### src/pkg/pim_defs.vh
// Constants for the interrupt message signalling block: register offsets, fields, reset values.
// Contract
// - Command bit 10 is read-write legacy interrupt disable, resets to zero; the code clears it on a write to offset 0x04 with cfg_be_i[1] low.
// - Status bit 3 shows INTx pending; always zero in MSI mode.
// - Status bit 4 reads constantly one, capability list present.
// - Interrupt line byte is plain read-write storage without behaviour.
// - Interrupt pin byte reads constantly 0x01, meaning INTA.
// - Message control bit 0 is MSI enable, read-write, resets zero.
// - Message control bits 3:1 read zero, one vector requested.
// - Message control bits 6:4 are read-write vector allocation, reset zero.
// - Message control bit 7 reads one, 64-bit address capable.
// - Lower address stores bits 31:2; bits 1:0 not writable.
// - Upper address register stores upper 32 bits of MSI address.
// - Data register stores 16-bit value placed in the MSI write.
// - After reset interrupts are signalled with INTA messages.
// - While MSI is enabled no INTx messages; MSI is used instead.
// - One MSI write per assertion of the combined request; the code folds an edge that arrives while a message waits into that message.
// - No message in MSI mode when pending status is cleared.
// - MSI write goes out when an INTA assert would have.
// - MSI is a memory write to programmed address with programmed data.
// - Each channel has four interrupt sources feeding the combined request.
`ifndef PIM_DEFS_VH
`define PIM_DEFS_VH
`define PIM_OFS_COMMAND 8'h04
`define PIM_OFS_STATUS 8'h06
`define PIM_OFS_IRQ_LINE 8'h3c
`define PIM_OFS_IRQ_PIN 8'h3d
`define PIM_OFS_MSI_CTRL 8'h72
`define PIM_OFS_MSI_ADDR_LO 8'h74
`define PIM_OFS_MSI_ADDR_HI 8'h78
`define PIM_OFS_MSI_DATA 8'h7c
`define PIM_BIT_INT_DISABLE 10
`define PIM_BIT_INT_STATUS 3
`define PIM_BIT_CAP_LIST 4
`define PIM_BIT_MSI_EN 0
`define PIM_BIT_MSI_64 7
`define PIM_IRQ_PIN_VAL 8'h01
`define PIM_MMC_VAL 3'h0
`define PIM_MME_RST 3'h0
`endif

### src/rtl/pim_intx_msi.v
// Interrupt message signalling: configuration registers plus INTA and MSI message issue.
`include "pim_defs.vh"

module pim_intx_msi #(
   parameter NUM_CHAN = 1
) (
   // Clock, reset and enable.
   input wire clock_i,
   input wire resetn_i,
   input wire clk_en_i,
   // Configuration space access from the core.
   input wire cfg_wr_i,
   input wire cfg_rd_i,
   input wire [7:0] cfg_addr_i,
   input wire [3:0] cfg_be_i,
   input wire [31:0] cfg_wdata_i,
   output reg [31:0] cfg_rdata_o,
   // Masked interrupt sources, four per channel.
   input wire [4*NUM_CHAN-1:0] irq_src_i,
   // Message request toward the transaction layer.
   output wire msg_valid_o,
   input wire msg_ready_i,
   output reg [1:0] msg_kind_o,
   output reg [63:0] msi_addr_o,
   output reg [15:0] msi_data_o,
   // Mode indications.
   output wire msi_mode_o,
   output wire intx_pending_o
);

   localparam [1:0] KIND_INTA_ASSERT = 2'h0;
   localparam [1:0] KIND_INTA_DEASSERT = 2'h1;
   localparam [1:0] KIND_MSI = 2'h2;

   reg int_disable_r;
   reg [7:0] irq_line_r;
   reg msi_en_r;
   reg [2:0] mme_r;
   reg [29:0] addr_lo_r;
   reg [31:0] addr_hi_r;
   reg [15:0] data_r;
   reg req_prev_r;
   reg inta_sent_r;
   reg pend_r;

   // Byte-lane merge for configuration writes.
   function [31:0] merge;
      input [31:0] old_v;
      input [31:0] new_v;
      input [3:0] be;
      integer k;
      begin
         merge = old_v;
         for (k = 0; k < 4; k = k + 1) begin
            if (be[k]) begin
               merge[8*k +: 8] = new_v[8*k +: 8];
            end
         end
      end
   endfunction

   // Combined request; the per-channel sources arrive already masked.
   wire comb_req = |irq_src_i;
   wire rise = comb_req & ~req_prev_r;
   wire [31:0] wmerge_cmd = merge({5'h00, int_disable_r, 10'h000, 16'h0000}, cfg_wdata_i,
      cfg_be_i);
   wire [31:0] wmerge_msi = merge({9'h000, mme_r, 3'h0, msi_en_r, 16'h0000}, cfg_wdata_i,
      cfg_be_i);
   wire [31:0] wmerge_lo = merge({addr_lo_r, 2'h0}, cfg_wdata_i, cfg_be_i);
   wire [31:0] wmerge_hi = merge(addr_hi_r, cfg_wdata_i, cfg_be_i);
   wire [31:0] wmerge_dat = merge({16'h0000, data_r}, cfg_wdata_i, cfg_be_i);
   wire [31:0] wmerge_line = merge({24'h00_0000, irq_line_r}, cfg_wdata_i, cfg_be_i);

   assign msg_valid_o = pend_r;
   assign msi_mode_o = msi_en_r;
   // Pending status is only meaningful in INTx mode.
   assign intx_pending_o = comb_req & ~msi_en_r;

   // Configuration register writes, dword-addressed with byte enables.
   always @(posedge clock_i or negedge resetn_i) begin
      if (!resetn_i) begin
         int_disable_r <= 1'b0;
         irq_line_r <= 8'h00;
         msi_en_r <= 1'b0;
         mme_r <= `PIM_MME_RST;
         addr_lo_r <= 30'h0000_0000;
         addr_hi_r <= 32'h0000_0000;
         data_r <= 16'h0000;
      end else if (clk_en_i && cfg_wr_i) begin
         case ({cfg_addr_i[7:2], 2'b00})
            `PIM_OFS_COMMAND: begin
               int_disable_r <= wmerge_cmd[`PIM_BIT_INT_DISABLE];
            end
            `PIM_OFS_IRQ_LINE: begin
               irq_line_r <= wmerge_line[7:0];
            end
            `PIM_OFS_MSI_CTRL - 8'h02: begin
               msi_en_r <= wmerge_msi[16 + `PIM_BIT_MSI_EN];
               mme_r <= wmerge_msi[22:20];
            end
            `PIM_OFS_MSI_ADDR_LO: begin
               addr_lo_r <= wmerge_lo[31:2];
            end
            `PIM_OFS_MSI_ADDR_HI: begin
               addr_hi_r <= wmerge_hi;
            end
            `PIM_OFS_MSI_DATA: begin
               data_r <= wmerge_dat[15:0];
            end
            default: begin
               data_r <= data_r;
            end
         endcase
      end
   end

   // Read data is registered; unmapped dwords read zero.
   always @(posedge clock_i or negedge resetn_i) begin
      if (!resetn_i) begin
         cfg_rdata_o <= 32'h0000_0000;
      end else if (clk_en_i && cfg_rd_i) begin
         case ({cfg_addr_i[7:2], 2'b00})
            `PIM_OFS_COMMAND: begin
               cfg_rdata_o <= {11'h000, 1'b1, intx_pending_o, 3'h0,
                  5'h00, int_disable_r, 10'h000};
            end
            `PIM_OFS_IRQ_LINE: begin
               cfg_rdata_o <= {16'h0000, `PIM_IRQ_PIN_VAL, irq_line_r};
            end
            `PIM_OFS_MSI_CTRL - 8'h02: begin
               cfg_rdata_o <= {8'h00, 1'b1, mme_r, `PIM_MMC_VAL, msi_en_r,
                  16'h0000};
            end
            `PIM_OFS_MSI_ADDR_LO: begin
               cfg_rdata_o <= {addr_lo_r, 2'b00};
            end
            `PIM_OFS_MSI_ADDR_HI: begin
               cfg_rdata_o <= addr_hi_r;
            end
            `PIM_OFS_MSI_DATA: begin
               cfg_rdata_o <= {16'h0000, data_r};
            end
            default: begin
               cfg_rdata_o <= 32'h0000_0000;
            end
         endcase
      end
   end

   // Message issue. A new edge while a message is waiting is folded into it; the
   // trade is that a very fast pulse train yields fewer messages than edges.
   always @(posedge clock_i or negedge resetn_i) begin
      if (!resetn_i) begin
         req_prev_r <= 1'b0;
         inta_sent_r <= 1'b0;
         pend_r <= 1'b0;
         msg_kind_o <= KIND_INTA_ASSERT;
         msi_addr_o <= 64'h0000_0000_0000_0000;
         msi_data_o <= 16'h0000;
      end else if (clk_en_i) begin
         req_prev_r <= comb_req;
         if (pend_r && msg_ready_i) begin
            pend_r <= 1'b0;
         end else if (!pend_r) begin
            if (msi_en_r) begin
               // Only the rising edge raises an MSI; clearing sources sends nothing.
               if (rise) begin
                  pend_r <= 1'b1;
                  msg_kind_o <= KIND_MSI;
                  msi_addr_o <= {addr_hi_r, addr_lo_r, 2'b00};
                  msi_data_o <= data_r;
               end
               inta_sent_r <= 1'b0;
            end else if (!int_disable_r && comb_req && !inta_sent_r) begin
               pend_r <= 1'b1;
               msg_kind_o <= KIND_INTA_ASSERT;
               inta_sent_r <= 1'b1;
            end else if (inta_sent_r && (!comb_req || int_disable_r)) begin
               pend_r <= 1'b1;
               msg_kind_o <= KIND_INTA_DEASSERT;
               inta_sent_r <= 1'b0;
            end
         end
      end
   end

endmodule // pim_intx_msi

### config.mk
export PLATFORM = sky130hd
export DESIGN_NAME = pim_intx_msi
export DESIGN_NICKNAME = d
export VERILOG_FILES = /design/src/rtl/pim_intx_msi.v
export VERILOG_INCLUDE_DIRS = /design/src /design/src/pkg
export SDC_FILE = /design/constraint.sdc
export NUM_CORES = 1
export LEC_CHECK = 0
export ABC_CLOCK_PERIOD_IN_PS = 1850
export BUFFER_PORTS_ARGS = -buffer_cell sky130_fd_sc_hd__buf_4
export CELL_PAD_IN_SITES_DETAIL_PLACEMENT = 0
export CELL_PAD_IN_SITES_GLOBAL_PLACEMENT = 1
export CORE_MARGIN = 5
export CORE_UTILIZATION = 35
export CTS_CLUSTER_DIAMETER = 50
export CTS_CLUSTER_SIZE = 16
export DETAILED_ROUTE_END_ITERATION = 16
export GPL_TIMING_DRIVEN = 0
export HOLD_SLACK_MARGIN = 0.02
export PLACE_DENSITY = 0.66
export SYNTH_ARGS = -nofsm -noshare
export SYNTH_HDL_FRONTEND = slang
export SYNTH_SLANG_ARGS = --single-unit
### constraint.sdc
create_clock -name clock_i -period 1.85 [get_ports clock_i]
set_input_delay 0.0925 -clock clock_i [delete_from_list [all_inputs] [get_ports clock_i]]
set_output_delay 0.0925 -clock clock_i [all_outputs]
set_load 0.01 [all_outputs]
==> results of run 1 <==
## power by group
part	internal (W)	total (W)	leakage, nW	switching, W
clock	0.00290	0.00501	0.418	0.00211
sequential	0.00469	0.00483	2.84	0.000140
combinational	0.000473	0.000905	2.46	0.000432
total	0.00807	0.0108	5.72	0.00268
## synthesized netlist by cell type (all sizes together) (3+ instances only)
cell and number:
mux2 170, a21oi 15, dfrtp 206, a221oi 6
inv 7, nor2b 4, clkbuf 6, mux2i 17
nand2 40, nor3 10, nand3 8, nor4 3
nor2 24, buf 23, o21ai 37, a22oi 14
## worst reg2reg max path: cells and delay by family (launching register included)
| family | cells | cell delay, ns |
|---|---|---|
| buffers and inverters | 4 | 0.63 |
| DFF | 1 | 0.40 |
| muxes | 1 | 0.32 |
| and+or+nand+nor | 2 | 0.33 |
## metrics by stage
step,std cells,util [%],worst slack [ns]
floorplan,613,-,0.118
global placement,1102,42.1,-0.673
detailed placement,1103,42.3,-0.249
CTS,1190,47.7,-0.00365
global route,1191,47.9,0.00780
finish,1191,47.9,0.0635
## sequential cells by signal, summed over array words and instances (netlist names), 3 cells and up
name,count
msi_data_o,16
addr_hi_r,32
mme_r,3
irq_line_r,8
msi_addr_o,62
data_r,16
cfg_rdata_o,32
addr_lo_r,30
## timing repair
action,4_1_cts,5_1_grt
pin swaps,0,0
gates resized for setup,9,6
endpoints found under the setup margin,71,51
cloned,0,1
hold buffers,42,0
endpoints found under the hold margin,176,0
buffers inserted,0,0
## logic make-up (layout without fill, tap and decap cells)
logic type	after synthesis	count (layout)	share of synthesized area, %
adder cells (fa/ha/maj)	2	2	0.292
flip-flops	206	206	60.1
other	1	2	0.0437
buffers and inverters	36	290	2.35
multiplexers	187	187	25.2
AO/OA/AOI/OAI	79	79	5.63
AND/OR/NAND/NOR	101	101	6.35
## cell type report
| class | count | share of cell area [%] |
|---|---|---|
| well taps | 324 | 3.49 |
| flip-flops and latches | 206 | 44.4 |
| repair buffers | 209 | 14.8 |
| plain buffers | 29 | 1.83 |
| clock buffers | 26 | 5.51 |
| inverters | 7 | 0.226 |
| clock inverters | 19 | 1.92 |
| multi-input cells | 371 | 27.8 |
## worst max path at each step
stage / from / end / slack (ns) / depth (start not counted)
CTS: msg_valid_o / msi_addr_o[38] / -0.004 / 6
global placement: resetn_i / msi_addr_o[59] / -0.67 / 1
detailed placement: cfg_addr_i[2] / addr_lo_r[12] / -0.25 / 5
floorplan: msg_valid_o / msi_addr_o[58] / 0.12 / 7
finish: msg_valid_o / msi_addr_o[60] / 0.06 / 7
global route: msg_valid_o / msi_addr_o[60] / 0.008 / 7
## routing by layer
metal / share of wire [%] / vias to the layer above
li1: - / 2692
met1: 44 / 3022
met2: 50 / 140
met3: 4.0 / 33
met5: 0 / -
met4: 2.0 / 0
==> impl_metrics.yaml, run 1 <==
synthesis:
  synth_top_cell_area_share_pct: 60.1
  netlist_area_mm2: 0.00857
  synth_ff_type: "dfrtp_1"
  synth_cell_types: 43
  synth_warnings: 0
  ys_ff_latch: 206
  synth_edf_count: 0
  netlist_instances: 612
  synth.yosys.seq_area_share_pct: 60.1
  ys_top_cells_by_area: "dfrtp_1 60%, mux2_2 20%, mux2_4 3.5%, mux2i_1 2.0%, o21ai_0 2.0%"
  synth_area_leader_cell: "dfrtp_1"
  synth_async_sr_flop_share_pct: 100
  synth_area_per_cell_um2: 14.0
final_layout:
  layout_common_cells: "206 x dfrtp_1, 172 x buf_4, 150 x mux2_2"
  syn_to_final_growth_pct: 35.4
  mostFrequentLayoutCell: "dfrtp_1"
  fin_nets: 905
  regArea_mm2: 0.00515
  final_area_mm2: 0.0116
  n_fill_cell: 2184
  antenna_cells: 0
  drive_gt1_share_pct: 49.3
  multi_input_area_mm2: 0.00323
detailed_routing:
  drt_iter0_drc: 253
  final_antenna_net_count: 0
  wl_per_cell_um: 20.0
  dr.pass1.iters: 4
  viasPerCell: 4.94
  wirelength_mm: 23.8
  vias: 5887
  drcViolationCount: 0
worst_setup_path:
  required_ns: 2.25
  crit_chain: "nor2b_1 > buf_4 > and3_4 > buf_6 > buf_12 > buf_8 > mux2_4"
  slowest_stage: "dfrtp_1"
  path_class: "reg2reg"
  rr_endpoint: "msi_addr_o[60]"
  cp_data_arrival_time_ns: 2.19
  end_kind: "flop"
  cpPeakStageDelay_ns: 0.40
  path_max_fanout: 11
  crit_buf_inv: 4
  r2r-start: "msg_valid_o"
  ff2ff_setup_slack_ns: 0.06
  cp-start-kind: "flop"
  cp_top_family: "buffers and inverters"
  r2r_cells: 7
grt:
  grtUsageMet1_pct: 22.4
  grt-busiest-layer: "met2"
  overflow: 0
  grt_antenna_before_repair: 0
  grt_pass1_wl_mm: 37.4
  grt_max_degree: 126
  grtUsageTotal_pct: 16.9
  grt_pass1_vias: 6507
  gr-usage-met2_pct: 29.3
  met3_usage_pct: 2.87
timing:
  timing.final.hold_violations: 0
  rsz0062_at_grt: "false"
  setup_violations: 0
  post-route-period-util_pct: 96.6
  fmax_mhz: 560
  fin_skew_ns: 0.0108
  worst_pin_slew_ns: 0.847
  fin_crit_ns: 1.79
  fin_setup_tns_ns: 0
  holdWs_ns: 0.0769
  max_slew_margin_pct: 43.2
  maxSlewViolCount: 0
placed_design:
  gp_congestion: 0.758
  io_buffers: 165
  dpl-instance-area_mm2: 0.0103
  hpwlAfterDp_mm: 16.6
hold_path:
  hold_path_end: "cfg_rdata_o[21]"
  min_from: "cfg_addr_i[3]"
  hold_class: "in2reg"
  whs_path_depth: 4
floorplanning:
  start_util_pct: 35.4
  coreArea_mm2: 0.0242
  dieArea_mm2: 0.0277
  dieWidth_um: 166
  die_h_um: 166
  io_pins: 171
  fp-row-count: 57
clock_tree:
  cts.path.max_buffers: 3
  ctsRootBufferMaster: "clkbuf_16"
  clk_pin_slew_ns: 0.06
  insertion_delay_ns: 0.51
  clock_sinks: 206
  cts_tree: "built"
  h-tree-depth: 1
  cts_buffers: 25
outcome:
  outcome: "finished, final reports clean"
flow_run:
  drv_cap: 0
power:
  p_total_w: 0.0108
  ir_worst_vdd_mv: 0.654
  leakagePower_nw: 5.72
  powerDensity_mw_per_mm2: 926
Power figures use the tool's default switching activity.
==> run 2: changes to the inputs <==
CORE_UTILIZATION = 34   (was 35)
PLACE_DENSITY = 0.64   (was 0.66)
==> run 2 against run 1 <==
First-iteration DRC count grew 28%; highest routed layer unchanged; utilization fell by 1.9 points; flip-flop and latch count is the same; critical path depth decreased by 1; via count grew 0.34%; wire length down 1.9%.
==> impl_metrics.yaml, run 2 (synthesized netlist as in run 1, its figures left out) <==
worst_setup_path:
  cp_data_arrival_time_ns: 2.18
  crit_chain: "dlygate4sd3_1 > buf_4 > nor4_4 > dlygate4sd3_1 > a21oi_1 > dlygate4sd3_1"
  cp-start-kind: "input port"
  required_ns: 2.23
  cpPeakStageDelay_ns: 0.59
  path_common_cell: "dlygate4sd3_1"
  end_kind: "flop"
  slowest_stage: "dlygate4sd3_1"
  path_max_fanout: 2
  path_class: "in2reg"
final_layout:
  drive_gt1_share_pct: 48.8
  layout_common_cells: "206 x dfrtp_1, 173 x buf_4, 150 x mux2_2"
  antenna_cells: 0
  utilization_pct: 46.0
  syn_to_final_growth_pct: 34.3
  largest_register: "msi_addr_o"
  top_regs: "msi_addr_o (62), addr_hi_r (32), cfg_rdata_o (32)"
  n_fill_cell: 2287
  mostFrequentLayoutCell: "dfrtp_1"
  fin_nets: 901
  largest_reg_flops: 62
detailed_routing:
  wl_per_cell_um: 19.6
  met2WireLength_mm: 11.6
  wirelength_mm: 23.4
  drt_iter0_drc: 324
  drcViolationCount: 0
  final_antenna_net_count: 0
  vias: 5907
  top_layer: "met4"
  met1Wirelength_mm: 10.0
  met3RoutedLength_mm: 1.46
  dr.pass1.iters: 6
  viasPerCell: 4.96
clock_tree:
  h-tree-depth: 1
  cts_buffers: 23
  ctsRootBufferMaster: "clkbuf_16"
  cts.path.max_buffers: 3
  clock_sinks: 206
  insertion_delay_ns: 0.50
  cts_tree: "built"
  clk_pin_slew_ns: 0.06
power:
  leakagePower_nw: 5.67
  powerDensity_mw_per_mm2: 905
  ir_worst_vdd_mv: 0.496
timing:
  rsz0062_at_grt: "false"
  fin_crit_ns: 1.80
  worst_pin_slew_ns: 0.821
  timing.final.hold_violations: 0
  post-route-period-util_pct: 97.4
  fmax_mhz: 555
  holdWs_ns: 0.0783
  fin_skew_ns: 0.0110
  setup_violations: 0
  maxSlewViolCount: 0
  max_slew_margin_pct: 44.9
grt:
  grtUsageTotal_pct: 16.2
  grt_max_degree: 115
  grt_pass1_vias: 6267
  grt_antenna_before_repair: 1
  overflow: 0
  grt_pass1_wl_mm: 36.4
floorplanning:
  dieArea_mm2: 0.0285
  io_pins: 171
  die_h_um: 169
  dieWidth_um: 169
  coreArea_mm2: 0.0250
  fp-row-count: 58
  start_util_pct: 34.2
placed_design:
  gp_congestion: 0.794
  hpwlAfterDp_mm: 16.7
  io_buffers: 165
outcome:
  outcome: "finished, final reports clean"
flow_run:
  drv_cap: 0
hold_path:
  hold_class: "in2reg"
-- run 2: worst paths after layout --
kind,start,cells after the start,end,slack (ns)
worst max-delay path,irq_src_i[2],6,req_prev_r,0.05
worst max register to register,msg_valid_o,7,msi_data_o[14],0.11
worst min register to register,cfg_rdata_o[9],2,cfg_rdata_o[9],0.48
min in group asynchronous,resetn_i,2,msi_addr_o[46],0.17
max in group asynchronous,resetn_i,3,addr_hi_r[31],0.65
worst min-delay path,clk_en_i,4,int_disable_r,0.08
-- run 2: cell type report --
type	count	area (µm²)	share of cell area, %
Clock buffer	24	579	5.03
Inverter	7	26.3	0.228
Sequential cell	206	5150	44.8
Tap cell	330	413	3.59
Buffer	29	218	1.89
Clock inverter	17	216	1.88
Timing Repair Buffer	207	1680	14.6
Multi-Input combinational cell	371	3220	28.0
-- run 2: layer usage --
layer  vias to the layer above  GRT usage (%)
met4                         0           3.46
met2                       170           27.7
met5                         -              0
li1                       2680              -
met1                      3036           21.8
met3                        21           2.71
-- run 2: where the power goes --
group / switching, W / internal [W]
Combinational: 0.000429 / 0.000467
Sequential: 0.000142 / 0.00470
Clock: 0.00191 / 0.00276
-- run 2: timing repair --
item,4_1_cts,5_1_grt
hold buffers,40,0
pin swaps,0,1
resized for setup,7,7
endpoints found under the setup margin,70,51
hold endpoints to repair,186,0
buffers inserted,0,1
-- run 2: metrics by stage --
stage          TNS, ns  cells  cell area, µm²  setup WS (ns)  total power, W
6_report             0   1191           11500         0.0485          0.0104
5_1_grt              0   1191           11500        0.00819          0.0108
4_1_cts              0   1190           11500        0.00368          0.0106
3_5_place_dp    -17.18   1109           10300         -0.282         0.00576
3_3_place_gp   -146.15   1108           10200         -0.662         0.00572
2_1_floorplan        0    613            8580          0.118         0.00525
-- run 2: critical path, delay by kind of cell --
kind | cells | cell delay (ns)
buffers and inverters | 4 | 1.82
AND/OR/NAND/NOR | 1 | 0.22
AO/OA/AOI/OAI | 1 | 0.06
==> run 3: changes to the inputs <==
--- a/config.mk
+++ b/config.mk
@@ -19,4 +19,5 @@
 export HOLD_SLACK_MARGIN = 0.02
 export PLACE_DENSITY = 0.64
+export SLEW_MARGIN = 30
 export SYNTH_ARGS = -nofsm -noshare
 export SYNTH_HDL_FRONTEND = slang
==> constraint.sdc (replaced) <==
create_clock -name clock_i -period 1.85 [get_ports clock_i]
set_input_delay 0.0925 -clock clock_i [delete_from_list [all_inputs] [get_ports clock_i]]
set_output_delay 0.0925 -clock clock_i [all_outputs]
set_load 0.1 [all_outputs]
==> run 3 against run 2 <==
Clock power rose by 4%; register-to-register slack worse by 0.03 ns; via count down 1.3%; global-route usage increased by 0.29 points; critical path depth up 1; wire length up 1.7%; largest cell class unchanged; largest power group is now clock.
==> impl_metrics.yaml, run 3 (synthesized netlist as in run 1, its figures left out) <==
worst_setup_path:
  path_max_fanout: 10
  cp-start-kind: "flop"
  path_class: "reg2reg"
  required_ns: 2.25
  cp_data_arrival_time_ns: 2.17
  end_kind: "flop"
grt:
  grt_pass1_wl_mm: 37.0
  grt_antenna_before_repair: 0
  grt_pass1_vias: 6402
  grt_max_degree: 80
  grtUsageTotal_pct: 16.5
  overflow: 0
final_layout:
  top_regs: "msi_addr_o (62), addr_hi_r (32), cfg_rdata_o (32)"
  multi_input_area_mm2: 0.00323
  regArea_mm2: 0.00516
  layout_common_cells: "204 x dfrtp_1, 173 x buf_4, 150 x mux2_2"
  antenna_cells: 0
  syn_to_final_growth_pct: 35.6
  drive_gt1_share_pct: 49.6
  fin_nets: 905
  final_cells: 1197
  mostFrequentLayoutCell: "dfrtp_1"
  largest_reg_flops: 62
  largest_register: "msi_addr_o"
  n_fill_cell: 2303
hold_path:
  hold_class: "in2reg"
floorplanning:
  dieWidth_um: 169
  coreArea_mm2: 0.0250
  dieArea_mm2: 0.0285
  die_h_um: 169
  io_pins: 171
  start_util_pct: 34.2
  fp-row-count: 58
detailed_routing:
  drt_iter0_drc: 256
  final_antenna_net_count: 0
  wl_per_cell_um: 19.9
  viasPerCell: 4.87
  dr.pass1.iters: 4
  drcViolationCount: 0
  wirelength_mm: 23.8
  vias: 5830
clock_tree:
  cts_buffers: 24
  clk_pin_slew_ns: 0.07
  cts_tree: "built"
  cts.path.max_buffers: 3
  clock_sinks: 206
  ctsRootBufferMaster: "clkbuf_16"
  h-tree-depth: 1
  insertion_delay_ns: 0.51
outcome:
  outcome: "finished, final reports clean"
timing:
  timing.final.hold_violations: 0
  fmax_mhz: 565
  setup_violations: 0
  fin_setup_tns_ns: 0
  fin_skew_ns: 0.0100
  post-route-period-util_pct: 95.7
  maxSlewViolCount: 0
  worst_pin_slew_ns: 0.804
  max_slew_margin_pct: 46.1
  rsz0062_at_grt: "false"
  fin_crit_ns: 1.77
power:
  p_total_w: 0.0113
  ir_worst_vdd_mv: 0.672
  powerDensity_mw_per_mm2: 973
  power_frac_clock_pct: 43.0
  leakagePower_nw: 5.73
  intPower_w: 0.00804
  power_frac_seq_pct: 42.8
  pwr-share-comb_pct: 14.2
  swShare_pct: 28.9
  switchingPower_w: 0.00326
placed_design:
  hpwlAfterDp_mm: 16.9
  io_buffers: 165
  gp_congestion: 0.788
  place_inst: 1110
flow_run:
  drv_cap: 0
-- run 3: cell types whose count changed in the layout (fill, tap and decap cells not counted), moves of 2 or more --
| cell | previous run | this run |
|---|---|---|
| buf_16 | 1 | 3 |
| clkbuf_16 | 23 | 25 |
| clkinv_4 | 1 | 3 |
| clkinv_8 | 3 | 1 |
| clkinvlp_4 | 3 | 1 |
| dfrtp_1 | 206 | 204 |
| inv_6 | 3 | 6 |
-- run 3: metal layers --
layer | vias to the layer above | track usage (%) | share of wire, %
met3 | 34 | 2.57 | 5.0
li1 | 2687 | - | -
met5 | - | 0 | 0
met2 | 155 | 28.3 | 49
met4 | 0 | 4.20 | 1.9
met1 | 2954 | 21.9 | 44
-- run 3: critical path, stage by stage (launching register included) --
cell,delay (ns)
dfrtp_4,0.48
nor2b_1,0.11
clkbuf_4,0.14
and3_4,0.18
buf_6,0.12
buf_12,0.14
buf_8,0.17
mux2_4,0.31
-- run 3: repair_timing --
| action | CTS | global route |
|---|---|---|
| setup endpoints to repair | 70 | 25 |
| gates cloned | 1 | 0 |
| endpoints found under the hold margin | 227 | 0 |
| pin swaps | 0 | 0 |
| hold buffers | 40 | 0 |
| setup buffers | 2 | 0 |
| gates resized for setup | 8 | 3 |
-- run 3: area by class of cell --
class | instances | area share (%)
Timing Repair Buffer | 210 | 15.0
Tap cell | 330 | 3.55
Sequential cell | 206 | 44.4
Buffer | 29 | 1.83
Inverter | 7 | 0.226
Clock inverter | 17 | 1.63
Clock buffer | 27 | 5.53
Multi-Input combinational cell | 371 | 27.8
-- run 3: path summary, 6_finish.rpt --
check,start,end,slack (ns),cells after the start
max,msg_valid_o,msi_addr_o[62],0.08,7
min,clk_en_i,req_prev_r,0.04,4
max reg2reg,msg_valid_o,msi_addr_o[62],0.08,7
min reg2reg,cfg_rdata_o[27],cfg_rdata_o[27],0.49,2
max in group asynchronous,resetn_i,msi_mode_o,0.65,4
min in group asynchronous,resetn_i,msi_data_o[13],0.07,2
-- run 3: power groups by stage --
stage / sequential [W] / combinational [W] / clock, W
2_1_floorplan: 0.00556 / 0.000369 / 0
3_3_place_gp: 0.00491 / 0.00150 / 0
3_5_place_dp: 0.00493 / 0.00154 / 0
4_1_cts: 0.00484 / 0.00162 / 0.00501
5_1_grt: 0.00486 / 0.00169 / 0.00517
6_report: 0.00484 / 0.00160 / 0.00487
-- run 3: per-stage QoR --
step / setup WS, ns / util (%) / cell area, µm² / hold slack, ns
after floorplan: -0.0318 / - / 8600 / -0.203
after global placement: -1.03 / 40.9 / 10300 / 0.322
after detailed placement: -0.262 / 41.2 / 10300 / 0.0336
after CTS: 0.0273 / 46.4 / 11600 / 0.0217
after global routing: 0.0245 / 46.4 / 11600 / 0.0840
final: 0.0798 / 46.4 / 11600 / 0.0401
